**config.mk**
```make
export PLATFORM = sky130hd
export DESIGN_NAME = dlp_dram_end_flat
export DESIGN_NICKNAME = d
export VERILOG_FILES = /design/src/dlp_pkg.sv /design/src/dlp_if.sv /design/src/dlp_cmd_decode.sv /design/src/dlp_dram_end.sv /design/src/flat_wrapper.sv
export VERILOG_INCLUDE_DIRS = /design/src
export SDC_FILE = /design/constraint.sdc
export NUM_CORES = 1
export LEC_CHECK = 0
export BUFFER_PORTS_ARGS = -buffer_cell sky130_fd_sc_hd__clkbuf_2
export CAP_MARGIN = 10
export CORE_MARGIN = 2
export CORE_UTILIZATION = 54
export DETAILED_ROUTE_END_ITERATION = 12
export PLACE_DENSITY = 0.75
export SYNTH_ARGS = -nofsm -noshare
export SYNTH_HDL_FRONTEND = slang
export SYNTH_SLANG_ARGS = --single-unit
```
**constraint.sdc**
```tcl
create_clock -name clk -period 6.07 [get_ports clk]
set_input_delay 0.607 -clock clk [delete_from_list [all_inputs] [get_ports clk]]
set_output_delay 0.607 -clock clk [all_outputs]
set_load 0.01 [all_outputs]
```
**src/dlp_consts.svh**
```systemverilog
// Behaviour
// (RULE_01) CS RAS CAS CKE low, WE high: self-refresh
// (RULE_02) Controller turns termination off before self-refresh
// (RULE_03) CKE held low keeps self-refresh; inputs ignored
// (RULE_04) Clock may change after entry, restart before exit
// (RULE_05) Self-refresh only with all banks idle
// (RULE_06) Non-read commands wait refresh cycle plus 10ns
// (RULE_07) Reads wait 200 clocks after self-refresh exit
// (RULE_08) Exit interval: CKE high, NOP or deselect
// (RULE_09) CKE low with NOP/deselect enters power-down
// (RULE_10) No CKE drop during mode write or burst
// (RULE_11) Open row means active; A12 picks exit speed
// (RULE_12) Loop off except fast-exit active power-down
// (RULE_13) Power-down gates buffers except clock, termination, CKE
// (RULE_14) Enter power-down locked, else reset loop
// (RULE_15) Power-down stay at most nine refresh intervals
// (RULE_16) CKE high with NOP exits; wait exit latency
// (RULE_17) After read wait read latency plus half burst
// (RULE_18) After write wait WL, half burst, turnaround
// (RULE_19) After write auto-precharge wait internal precharge
// (RULE_20) Power-down after refresh or mode write delay
// (RULE_21) NOP and deselect register nothing new
// (RULE_22) Frequency change only in precharge power-down
// (RULE_23) Unexpected CKE drop needs full re-initialisation
// (RULE_24) CKE phases last at least three clocks
`ifndef DLP_CONSTS_SVH
`define DLP_CONSTS_SVH
`define DLP_CLK_PERIOD_NS 10
`define DLP_REFRESH_CYCLE_TIME_NS 128
`define DLP_SR_EXIT_EXTRA_NS 10
`define DLP_SR_EXIT_NONREAD_CYC (((`DLP_REFRESH_CYCLE_TIME_NS + `DLP_SR_EXIT_EXTRA_NS) + `DLP_CLK_PERIOD_NS - 1) / `DLP_CLK_PERIOD_NS)
`define DLP_SR_EXIT_READ_CYC 200
`define DLP_PRECHARGE_PD_EXIT_CYC 2
`define DLP_FAST_ACTIVE_EXIT_CYC 2
`define DLP_SLOW_ACTIVE_EXIT_CYC 8
`define DLP_MIN_CKE_PULSE_CYC 3
`define DLP_REFI_NS 7800
`define DLP_REFI_CYC (`DLP_REFI_NS / `DLP_CLK_PERIOD_NS)
`define DLP_MAX_PD_REFI 9
`define DLP_CNT_W 16
`endif

```
**src/dlp_pkg.sv**
```systemverilog
package dlp_pkg;
  typedef enum logic [3:0] {
    DLP_CMD_NOP = 4'h0,
    DLP_CMD_DESEL = 4'h1,
    DLP_CMD_SREF = 4'h2,
    DLP_CMD_AREF = 4'h3,
    DLP_CMD_ACT = 4'h4,
    DLP_CMD_PRE = 4'h5,
    DLP_CMD_READ = 4'h6,
    DLP_CMD_WRITE = 4'h7,
    DLP_CMD_MRS = 4'h8
  } dlp_cmd_e;
  typedef enum logic [5:0] {
    DLP_ST_RUN = 6'h01,
    DLP_ST_SREF = 6'h02,
    DLP_ST_SREF_EXIT = 6'h04,
    DLP_ST_PPD = 6'h08,
    DLP_ST_APD = 6'h10,
    DLP_ST_PD_EXIT = 6'h20
  } dlp_state_e;
  typedef logic [15:0] dlp_cnt_t;
endpackage

```
**src/dlp_if.sv**
```systemverilog
`timescale 1ns/100ps
interface dlp_if;
  logic cke;
  logic cs_n;
  logic ras_n;
  logic cas_n;
  logic we_n;
  logic odt;
  logic a12;
  modport ctrl (output cke, output cs_n, output ras_n, output cas_n, output we_n, output odt, output a12);
  modport dram (input cke, input cs_n, input ras_n, input cas_n, input we_n, input odt, input a12);
endinterface

```
**src/dlp_cmd_decode.sv**
```systemverilog
`timescale 1ns/100ps
`include "dlp_consts.svh"
module dlp_cmd_decode (
  input wire logic cs_n,
  input wire logic ras_n,
  input wire logic cas_n,
  input wire logic we_n,
  output dlp_pkg::dlp_cmd_e cmd
);
  import dlp_pkg::*;
  always_comb
  begin
    if (cs_n)
      cmd = DLP_CMD_DESEL; // see (RULE_21)
    else
      case ({ras_n, cas_n, we_n})
        3'h7: cmd = DLP_CMD_NOP; // see (RULE_21)
        3'h1: cmd = DLP_CMD_AREF; // see (RULE_01)
        3'h0: cmd = DLP_CMD_MRS;
        3'h2: cmd = DLP_CMD_PRE;
        3'h3: cmd = DLP_CMD_ACT;
        3'h4: cmd = DLP_CMD_WRITE;
        3'h5: cmd = DLP_CMD_READ;
        default: cmd = DLP_CMD_NOP;
      endcase
  end
endmodule // dlp_cmd_decode

```
**src/dlp_dram_end.sv**
```systemverilog
`timescale 1ns/100ps
`include "dlp_consts.svh"
module dlp_dram_end (
  input wire logic clk,
  input wire logic sys_rst,
  dlp_if.dram link,
  input wire logic banks_open,
  output logic in_self_refresh,
  output logic in_powerdown,
  output logic active_powerdown,
  output logic dll_enabled,
  output logic buffers_enabled,
  output logic cmd_valid,
  output dlp_pkg::dlp_cmd_e cmd_out,
  output logic contents_lost
);
  import dlp_pkg::*;
  typedef struct packed {
    dlp_state_e st;
    logic cke_prev;
    logic slow_exit;
    dlp_cnt_t cnt;
    logic cmd_valid;
    dlp_cmd_e cmd;
    logic lost;
  } dlp_dram_s;
  dlp_dram_s s_reg;
  dlp_dram_s s_next;
  dlp_cmd_e dec;
  logic idle_cmd;
  dlp_cmd_decode u_dec (.cs_n(link.cs_n), .ras_n(link.ras_n), .cas_n(link.cas_n), .we_n(link.we_n), .cmd(dec));
  assign idle_cmd = (dec == DLP_CMD_NOP) || (dec == DLP_CMD_DESEL);
  always_comb
  begin
    s_next = s_reg;
    s_next.cke_prev = link.cke;
    s_next.cmd_valid = 1'b0;
    if (s_reg.cnt != '0)
      s_next.cnt = s_reg.cnt - 16'h0001;
    case (s_reg.st)
      DLP_ST_RUN:
      begin
        if (s_reg.cke_prev && !link.cke)
        begin
          if (dec == DLP_CMD_AREF && !banks_open)
            s_next.st = DLP_ST_SREF; // see (RULE_01)
          else if (idle_cmd)
          begin
            s_next.st = banks_open ? DLP_ST_APD : DLP_ST_PPD; // see (RULE_09) see (RULE_11)
            s_next.slow_exit = link.a12; // see (RULE_11)
          end
          else
            s_next.lost = 1'b1; // see (RULE_23)
        end
        else if (link.cke && !idle_cmd)
        begin
          s_next.cmd_valid = 1'b1;
          s_next.cmd = dec;
        end
      end
      DLP_ST_SREF:
      begin
        // Only CKE is looked at here; clock may be stopped
        if (link.cke)
        begin
          s_next.st = DLP_ST_SREF_EXIT; // see (RULE_03)
          s_next.cnt = 16'(`DLP_SR_EXIT_NONREAD_CYC); // see (RULE_06)
        end
      end
      DLP_ST_PPD, DLP_ST_APD:
      begin
        if (link.cke && idle_cmd)
        begin
          s_next.st = DLP_ST_PD_EXIT; // see (RULE_16)
          if (s_reg.st == DLP_ST_PPD)
            s_next.cnt = 16'(`DLP_PRECHARGE_PD_EXIT_CYC);
          else if (s_reg.slow_exit)
            s_next.cnt = 16'(`DLP_SLOW_ACTIVE_EXIT_CYC);
          else
            s_next.cnt = 16'(`DLP_FAST_ACTIVE_EXIT_CYC);
        end
      end
      DLP_ST_SREF_EXIT, DLP_ST_PD_EXIT:
      begin
        if (s_reg.cnt <= 16'h0001)
          s_next.st = DLP_ST_RUN;
      end
      default: s_next.st = DLP_ST_RUN;
    endcase
  end
  always_ff @(posedge clk)
  begin
    if (sys_rst)
    begin
      s_reg.st <= DLP_ST_RUN;
      s_reg.cke_prev <= 1'b0;
      s_reg.slow_exit <= 1'b0;
      s_reg.cnt <= '0;
      s_reg.cmd_valid <= 1'b0;
      s_reg.cmd <= DLP_CMD_NOP;
      s_reg.lost <= 1'b0;
    end
    else
      s_reg <= s_next;
  end
  assign in_self_refresh = (s_reg.st == DLP_ST_SREF);
  assign in_powerdown = (s_reg.st == DLP_ST_PPD) || (s_reg.st == DLP_ST_APD);
  assign active_powerdown = (s_reg.st == DLP_ST_APD);
  // Loop survives only fast-exit active power-down
  assign dll_enabled = !(in_self_refresh || s_reg.st == DLP_ST_PPD ||
    (s_reg.st == DLP_ST_APD && s_reg.slow_exit)); // see (RULE_12)
  assign buffers_enabled = !(in_powerdown || in_self_refresh); // see (RULE_13)
  assign cmd_valid = s_reg.cmd_valid;
  assign cmd_out = s_reg.cmd;
  assign contents_lost = s_reg.lost;
endmodule // dlp_dram_end

```
**src/flat_wrapper.sv**
```systemverilog
// flat-port wrapper written by rule: the top's interface ports become plain ports
module dlp_dram_end_flat import dlp_pkg::*;
  (clk, sys_rst, banks_open, in_self_refresh, in_powerdown, active_powerdown, dll_enabled, buffers_enabled, cmd_valid, cmd_out, contents_lost, link_cke, link_cs_n, link_ras_n, link_cas_n, link_we_n, link_odt, link_a12);
  dlp_if link_i ();
  input wire logic clk;
  input wire logic sys_rst;
  input wire logic banks_open;
  output logic in_self_refresh;
  output logic in_powerdown;
  output logic active_powerdown;
  output logic dll_enabled;
  output logic buffers_enabled;
  output logic cmd_valid;
  output dlp_pkg::dlp_cmd_e cmd_out;
  output logic contents_lost;
  input wire logic [$bits(link_i.cke)-1:0] link_cke;
  input wire logic [$bits(link_i.cs_n)-1:0] link_cs_n;
  input wire logic [$bits(link_i.ras_n)-1:0] link_ras_n;
  input wire logic [$bits(link_i.cas_n)-1:0] link_cas_n;
  input wire logic [$bits(link_i.we_n)-1:0] link_we_n;
  input wire logic [$bits(link_i.odt)-1:0] link_odt;
  input wire logic [$bits(link_i.a12)-1:0] link_a12;
  assign link_i.cke = link_cke;
  assign link_i.cs_n = link_cs_n;
  assign link_i.ras_n = link_ras_n;
  assign link_i.cas_n = link_cas_n;
  assign link_i.we_n = link_we_n;
  assign link_i.odt = link_odt;
  assign link_i.a12 = link_a12;
  dlp_dram_end u_core (.clk(clk), .sys_rst(sys_rst), .link(link_i), .banks_open(banks_open), .in_self_refresh(in_self_refresh), .in_powerdown(in_powerdown), .active_powerdown(active_powerdown), .dll_enabled(dll_enabled), .buffers_enabled(buffers_enabled), .cmd_valid(cmd_valid), .cmd_out(cmd_out), .contents_lost(contents_lost));
endmodule
```
==> metrics.md <==
| Metric | Value |
|---|---|
| Cell count of the worst reg-to-reg path | `5` |
| Relative slew slack | `0.654` |
| Highest clock frequency the design can meet | `roughly 0.44 GHz` |
| TritonCTS sink count | `30` |
| Final wirelength | `3290 um` |
| DRC violations left | `0` |
| Number of vias after detailed routing | `approximately 1400` |
| Number of search-and-repair iterations in the first detailed-routing pass | `5` |
| Layout cells sized above 1 | `0.157` |
| Number of antenna cells inserted | `0` |
| Pwr Density | `442 nW/um^2` |
| Area Overhead vs Synth | `10.7%` |
| Worst endpoint required time | `5.46 ns` |
| Worst setup path category | `reg -> out` |
| Most frequent cells in the layout | `sky130_fd_sc_hd__nor2_1, sky130_fd_sc_hd__dfxtp_1, sky130_fd_sc_hd__clkbuf_2, sky130_fd_sc_hd__a21oi_1` |
| Most area-hungry cell type in the Yosys netlist | `sky130_fd_sc_hd__dfxtp_1` |
| Max Buffers Root-to-Sink | `2` |
| Total Neg Setup Slack | `0 ns` |
| Post-synthesis cell type count | `42` |
| Yosys synthesis warning count | `0` |
| Main area contributors after synthesis | `sky130_fd_sc_hd__dfxtp_1, sky130_fd_sc_hd__nor2_1, sky130_fd_sc_hd__xnor2_1` |
| Largest fanout on the critical path | `5` |
| Status | `finished, final reports clean` |
| Die area | `3430 sq um` |
| CTS tree | `built` |
| Post-DR wirelength/cell | `13.3 um` |
| Final min period | `2.28 ns` |
| Post-DP HPWL | `2490 um` |
| Top-Level Pins | `21` |
| Standard cell with the maximum stage delay on the critical path | `sky130_fd_sc_hd__nor4_1` |
| Root buffer selected by CTS | `sky130_fd_sc_hd__clkbuf_4` |
| Initial detailed-routing violation count | `roughly 120` |
| Slew @ Worst Pin | `0.506 ns` |
| Syn Nets | `212` |
| HP Class | `reg -> reg` |
| Via count of the first global-routing pass | `1290` |
| Synthesized instance count | `199` |
| Global placer's final weighted congestion | `0.865` |
| Filler-free cell count of the finished design | `247` |
| Crit-path max cell delay | `0.50 ns` |
| Height of the die | `58.5 um` |
| Hold depth | `2` |
| Multiplexer share of the synthesized area | `0.0125` |
| Number of H-tree branching levels | `2` |
| Mean instance size in the synthesized netlist | `8.07 sq um` |
| Combinational family with the most area after synthesis | `simple AND/OR/NAND/NOR gates` |
| Parity-gate share of the synthesized area counting xor and xnor cells | `0.0872` |
| Final cell area excluding filler cells | `around 1800 sq um` |
| Global route overflow | `0` |
| Initial antenna violation count | `0` |
| Most common cell after layout, fill and taps aside | `sky130_fd_sc_hd__nor2_1` |
| Setup repair bufs after CTS | `0` |
| Global-route wire length before repair | `5510 um` |
| Area share of the largest cell type after synthesis | `0.374` |
| Via density per instance | `just under 6` |
| Static Leak | `0.708 nW` |
| Startpoint class of the critical path | `flop` |
| Number of failing setup endpoints in the final timing report | `0` |
| Ordered cell list for the critical path | `nor4_1, and2_1, clkbuf_2` |
| TritonCTS Buffers | `5` |
| Resize count post-CTS | `0` |
| Std-Cell Core Area | `2780 sq um` |
| Largest net degree at the start of global routing | `17` |
| Area of the mapped netlist | `1610 sq um` |
| Max FFs per register | `24` |
| Final Net Count | `roughly 230` |
| Register clock-pin slew on the reported worst setup and hold paths | `0.09 ns` |
| Portion of the clock cycle consumed by the worst path in the final layout | `0.376` |
| Core occupancy in the finished layout | `0.640` |
| Port bufs | `19` |
| Flop and latch count out of synthesis | `30` |
| Row count | `19` |
| Simple-gate portion of the synthesized area | `0.301` |
| Antenna Nets Post-Route | `0` |
| Max-slew violation count | `0` |
| Arrival time worst endpoint | `1.67 ns` |
| VDD IR-drop max | `0.315 mV` |
| Endpoint type of the worst setup path | `primary output` |
| CTS hold repair buffers | `0` |
| Setup Skew | `0.00666 ns` |
| Starting Density | `0.578` |
| Synthesized-area fraction occupied by adder cells | `0.0234` |
| DP Area | `roughly 1700 sq um` |
| Max Cap Viol | `0` |
| All-Layer GR Usage | `0.213` |
| Number of failing hold endpoints at the final stage | `0` |
| Post-synthesis sequential area ratio | `0.374` |
| Power, Total | `0.786 mW` |
| Width of the die | `around 59 um` |
| Inst Count DP | `240` |
| Unrepaired setup endpoints after global routing | `no` |
| Clock latency at the later pin of the worst-skew pair | `0.33 ns` |
| Synthesized-area fraction occupied by ao, oa, aoi and oai cells | `0.153` |
where the power goes:
part	leakage [nW]	switching [mW]	internal [mW]	total (mW)
Clock	0.0443	0.0645	0.0958	0.160
Sequential	0.245	0.0404	0.237	0.277
Combinational	0.419	0.192	0.157	0.349
routing by layer:
layer	vias up	part of all wire	routed length [um]	GRT usage
li1	725	-	-	-
met1	657	0.43	1400	0.253
met2	54	0.48	1580	0.340
met3	7	0.076	250	0.0791
met4	0	0.019	63	0.0963
met5	-	0	0	0
layout make-up:
class | instances | area [sq um]
well taps | 31 | 38.8
flip-flops and latches | 30 | 601
clock inverters | 1 | 30.0
inverters | 6 | 22.5
multi-input cells | 152 | 926
repair buffers | 21 | 110
fillers | 258 | 1000
clock buffers | 6 | 51.3
metrics by stage:
step           worst slack, ns  hold slack [ns]
2_1_floorplan             4.07            0.456
3_3_place_gp              3.97            0.457
3_5_place_dp              3.92            0.476
4_1_cts                   3.80            0.493
5_1_grt                   3.59            0.513
6_report                  3.79            0.489
kinds of logic after synthesis:
family,after synthesis
AO/OA/AOI/OAI,38
AND/OR/NAND/NOR,93
multiplexers,2
flip-flops,30
buffers and inverters,17
adder cells (fa/ha/maj),3
XOR/XNOR,16
worst paths after layout:
check | from | endpoint | slack [ns]
worst min-delay path | u_core.s_reg[12] | u_core.s_reg[12] | 0.49
worst min register to register | u_core.s_reg[12] | u_core.s_reg[12] | 0.49
worst max-delay path | u_core.s_reg[29] | in_powerdown | 3.79
worst max register to register | u_core.s_reg[9] | u_core.s_reg[19] | 3.89
cells in the mapped netlist:
master	instances
sky130_fd_sc_hd__nand2_1	13
sky130_fd_sc_hd__nor3_1	10
sky130_fd_sc_hd__a22oi_1	1
sky130_fd_sc_hd__nor2_1	33
sky130_fd_sc_hd__buf_2	1
sky130_fd_sc_hd__a211o_1	1
sky130_fd_sc_hd__clkbuf_1	6
sky130_fd_sc_hd__xor2_1	3
sky130_fd_sc_hd__a21o_1	2
sky130_fd_sc_hd__or3b_2	1
sky130_fd_sc_hd__o41ai_1	1
sky130_fd_sc_hd__or3_4	1
sky130_fd_sc_hd__nand3_1	8
sky130_fd_sc_hd__xnor2_1	13
sky130_fd_sc_hd__nor3b_1	2
sky130_fd_sc_hd__o211a_1	1
sky130_fd_sc_hd__a2111oi_2	1
sky130_fd_sc_hd__nand2b_1	2
sky130_fd_sc_hd__inv_1	6
sky130_fd_sc_hd__o21bai_1	1
sky130_fd_sc_hd__nand4_1	1
sky130_fd_sc_hd__or4b_1	1
sky130_fd_sc_hd__or4_4	1
sky130_fd_sc_hd__or3_1	2
sky130_fd_sc_hd__dfxtp_1	30
sky130_fd_sc_hd__o31ai_4	1
sky130_fd_sc_hd__buf_4	4
sky130_fd_sc_hd__and2_1	2
sky130_fd_sc_hd__mux2i_1	2
sky130_fd_sc_hd__a31oi_1	1
sky130_fd_sc_hd__or4_1	1
sky130_fd_sc_hd__nand3b_1	2
sky130_fd_sc_hd__and3b_1	1
sky130_fd_sc_hd__and3b_2	1
sky130_fd_sc_hd__nor4_1	5
sky130_fd_sc_hd__a21oi_1	16
sky130_fd_sc_hd__a2111oi_0	1
sky130_fd_sc_hd__nor2b_1	2
sky130_fd_sc_hd__ha_1	3
sky130_fd_sc_hd__o21ai_0	10
sky130_fd_sc_hd__o22ai_1	1
sky130_fd_sc_hd__nor4b_1	4
worst max-delay path: cells and delay by family, from the launching register on:
| family | cells | cell delay, ns |
|---|---|---|
| buffers and inverters | 1 | 0.17 |
| AND/OR/NAND/NOR | 2 | 0.82 |
| flip-flops | 1 | 0.36 |
No activity file was read; power rests on OpenSTA's default activity.
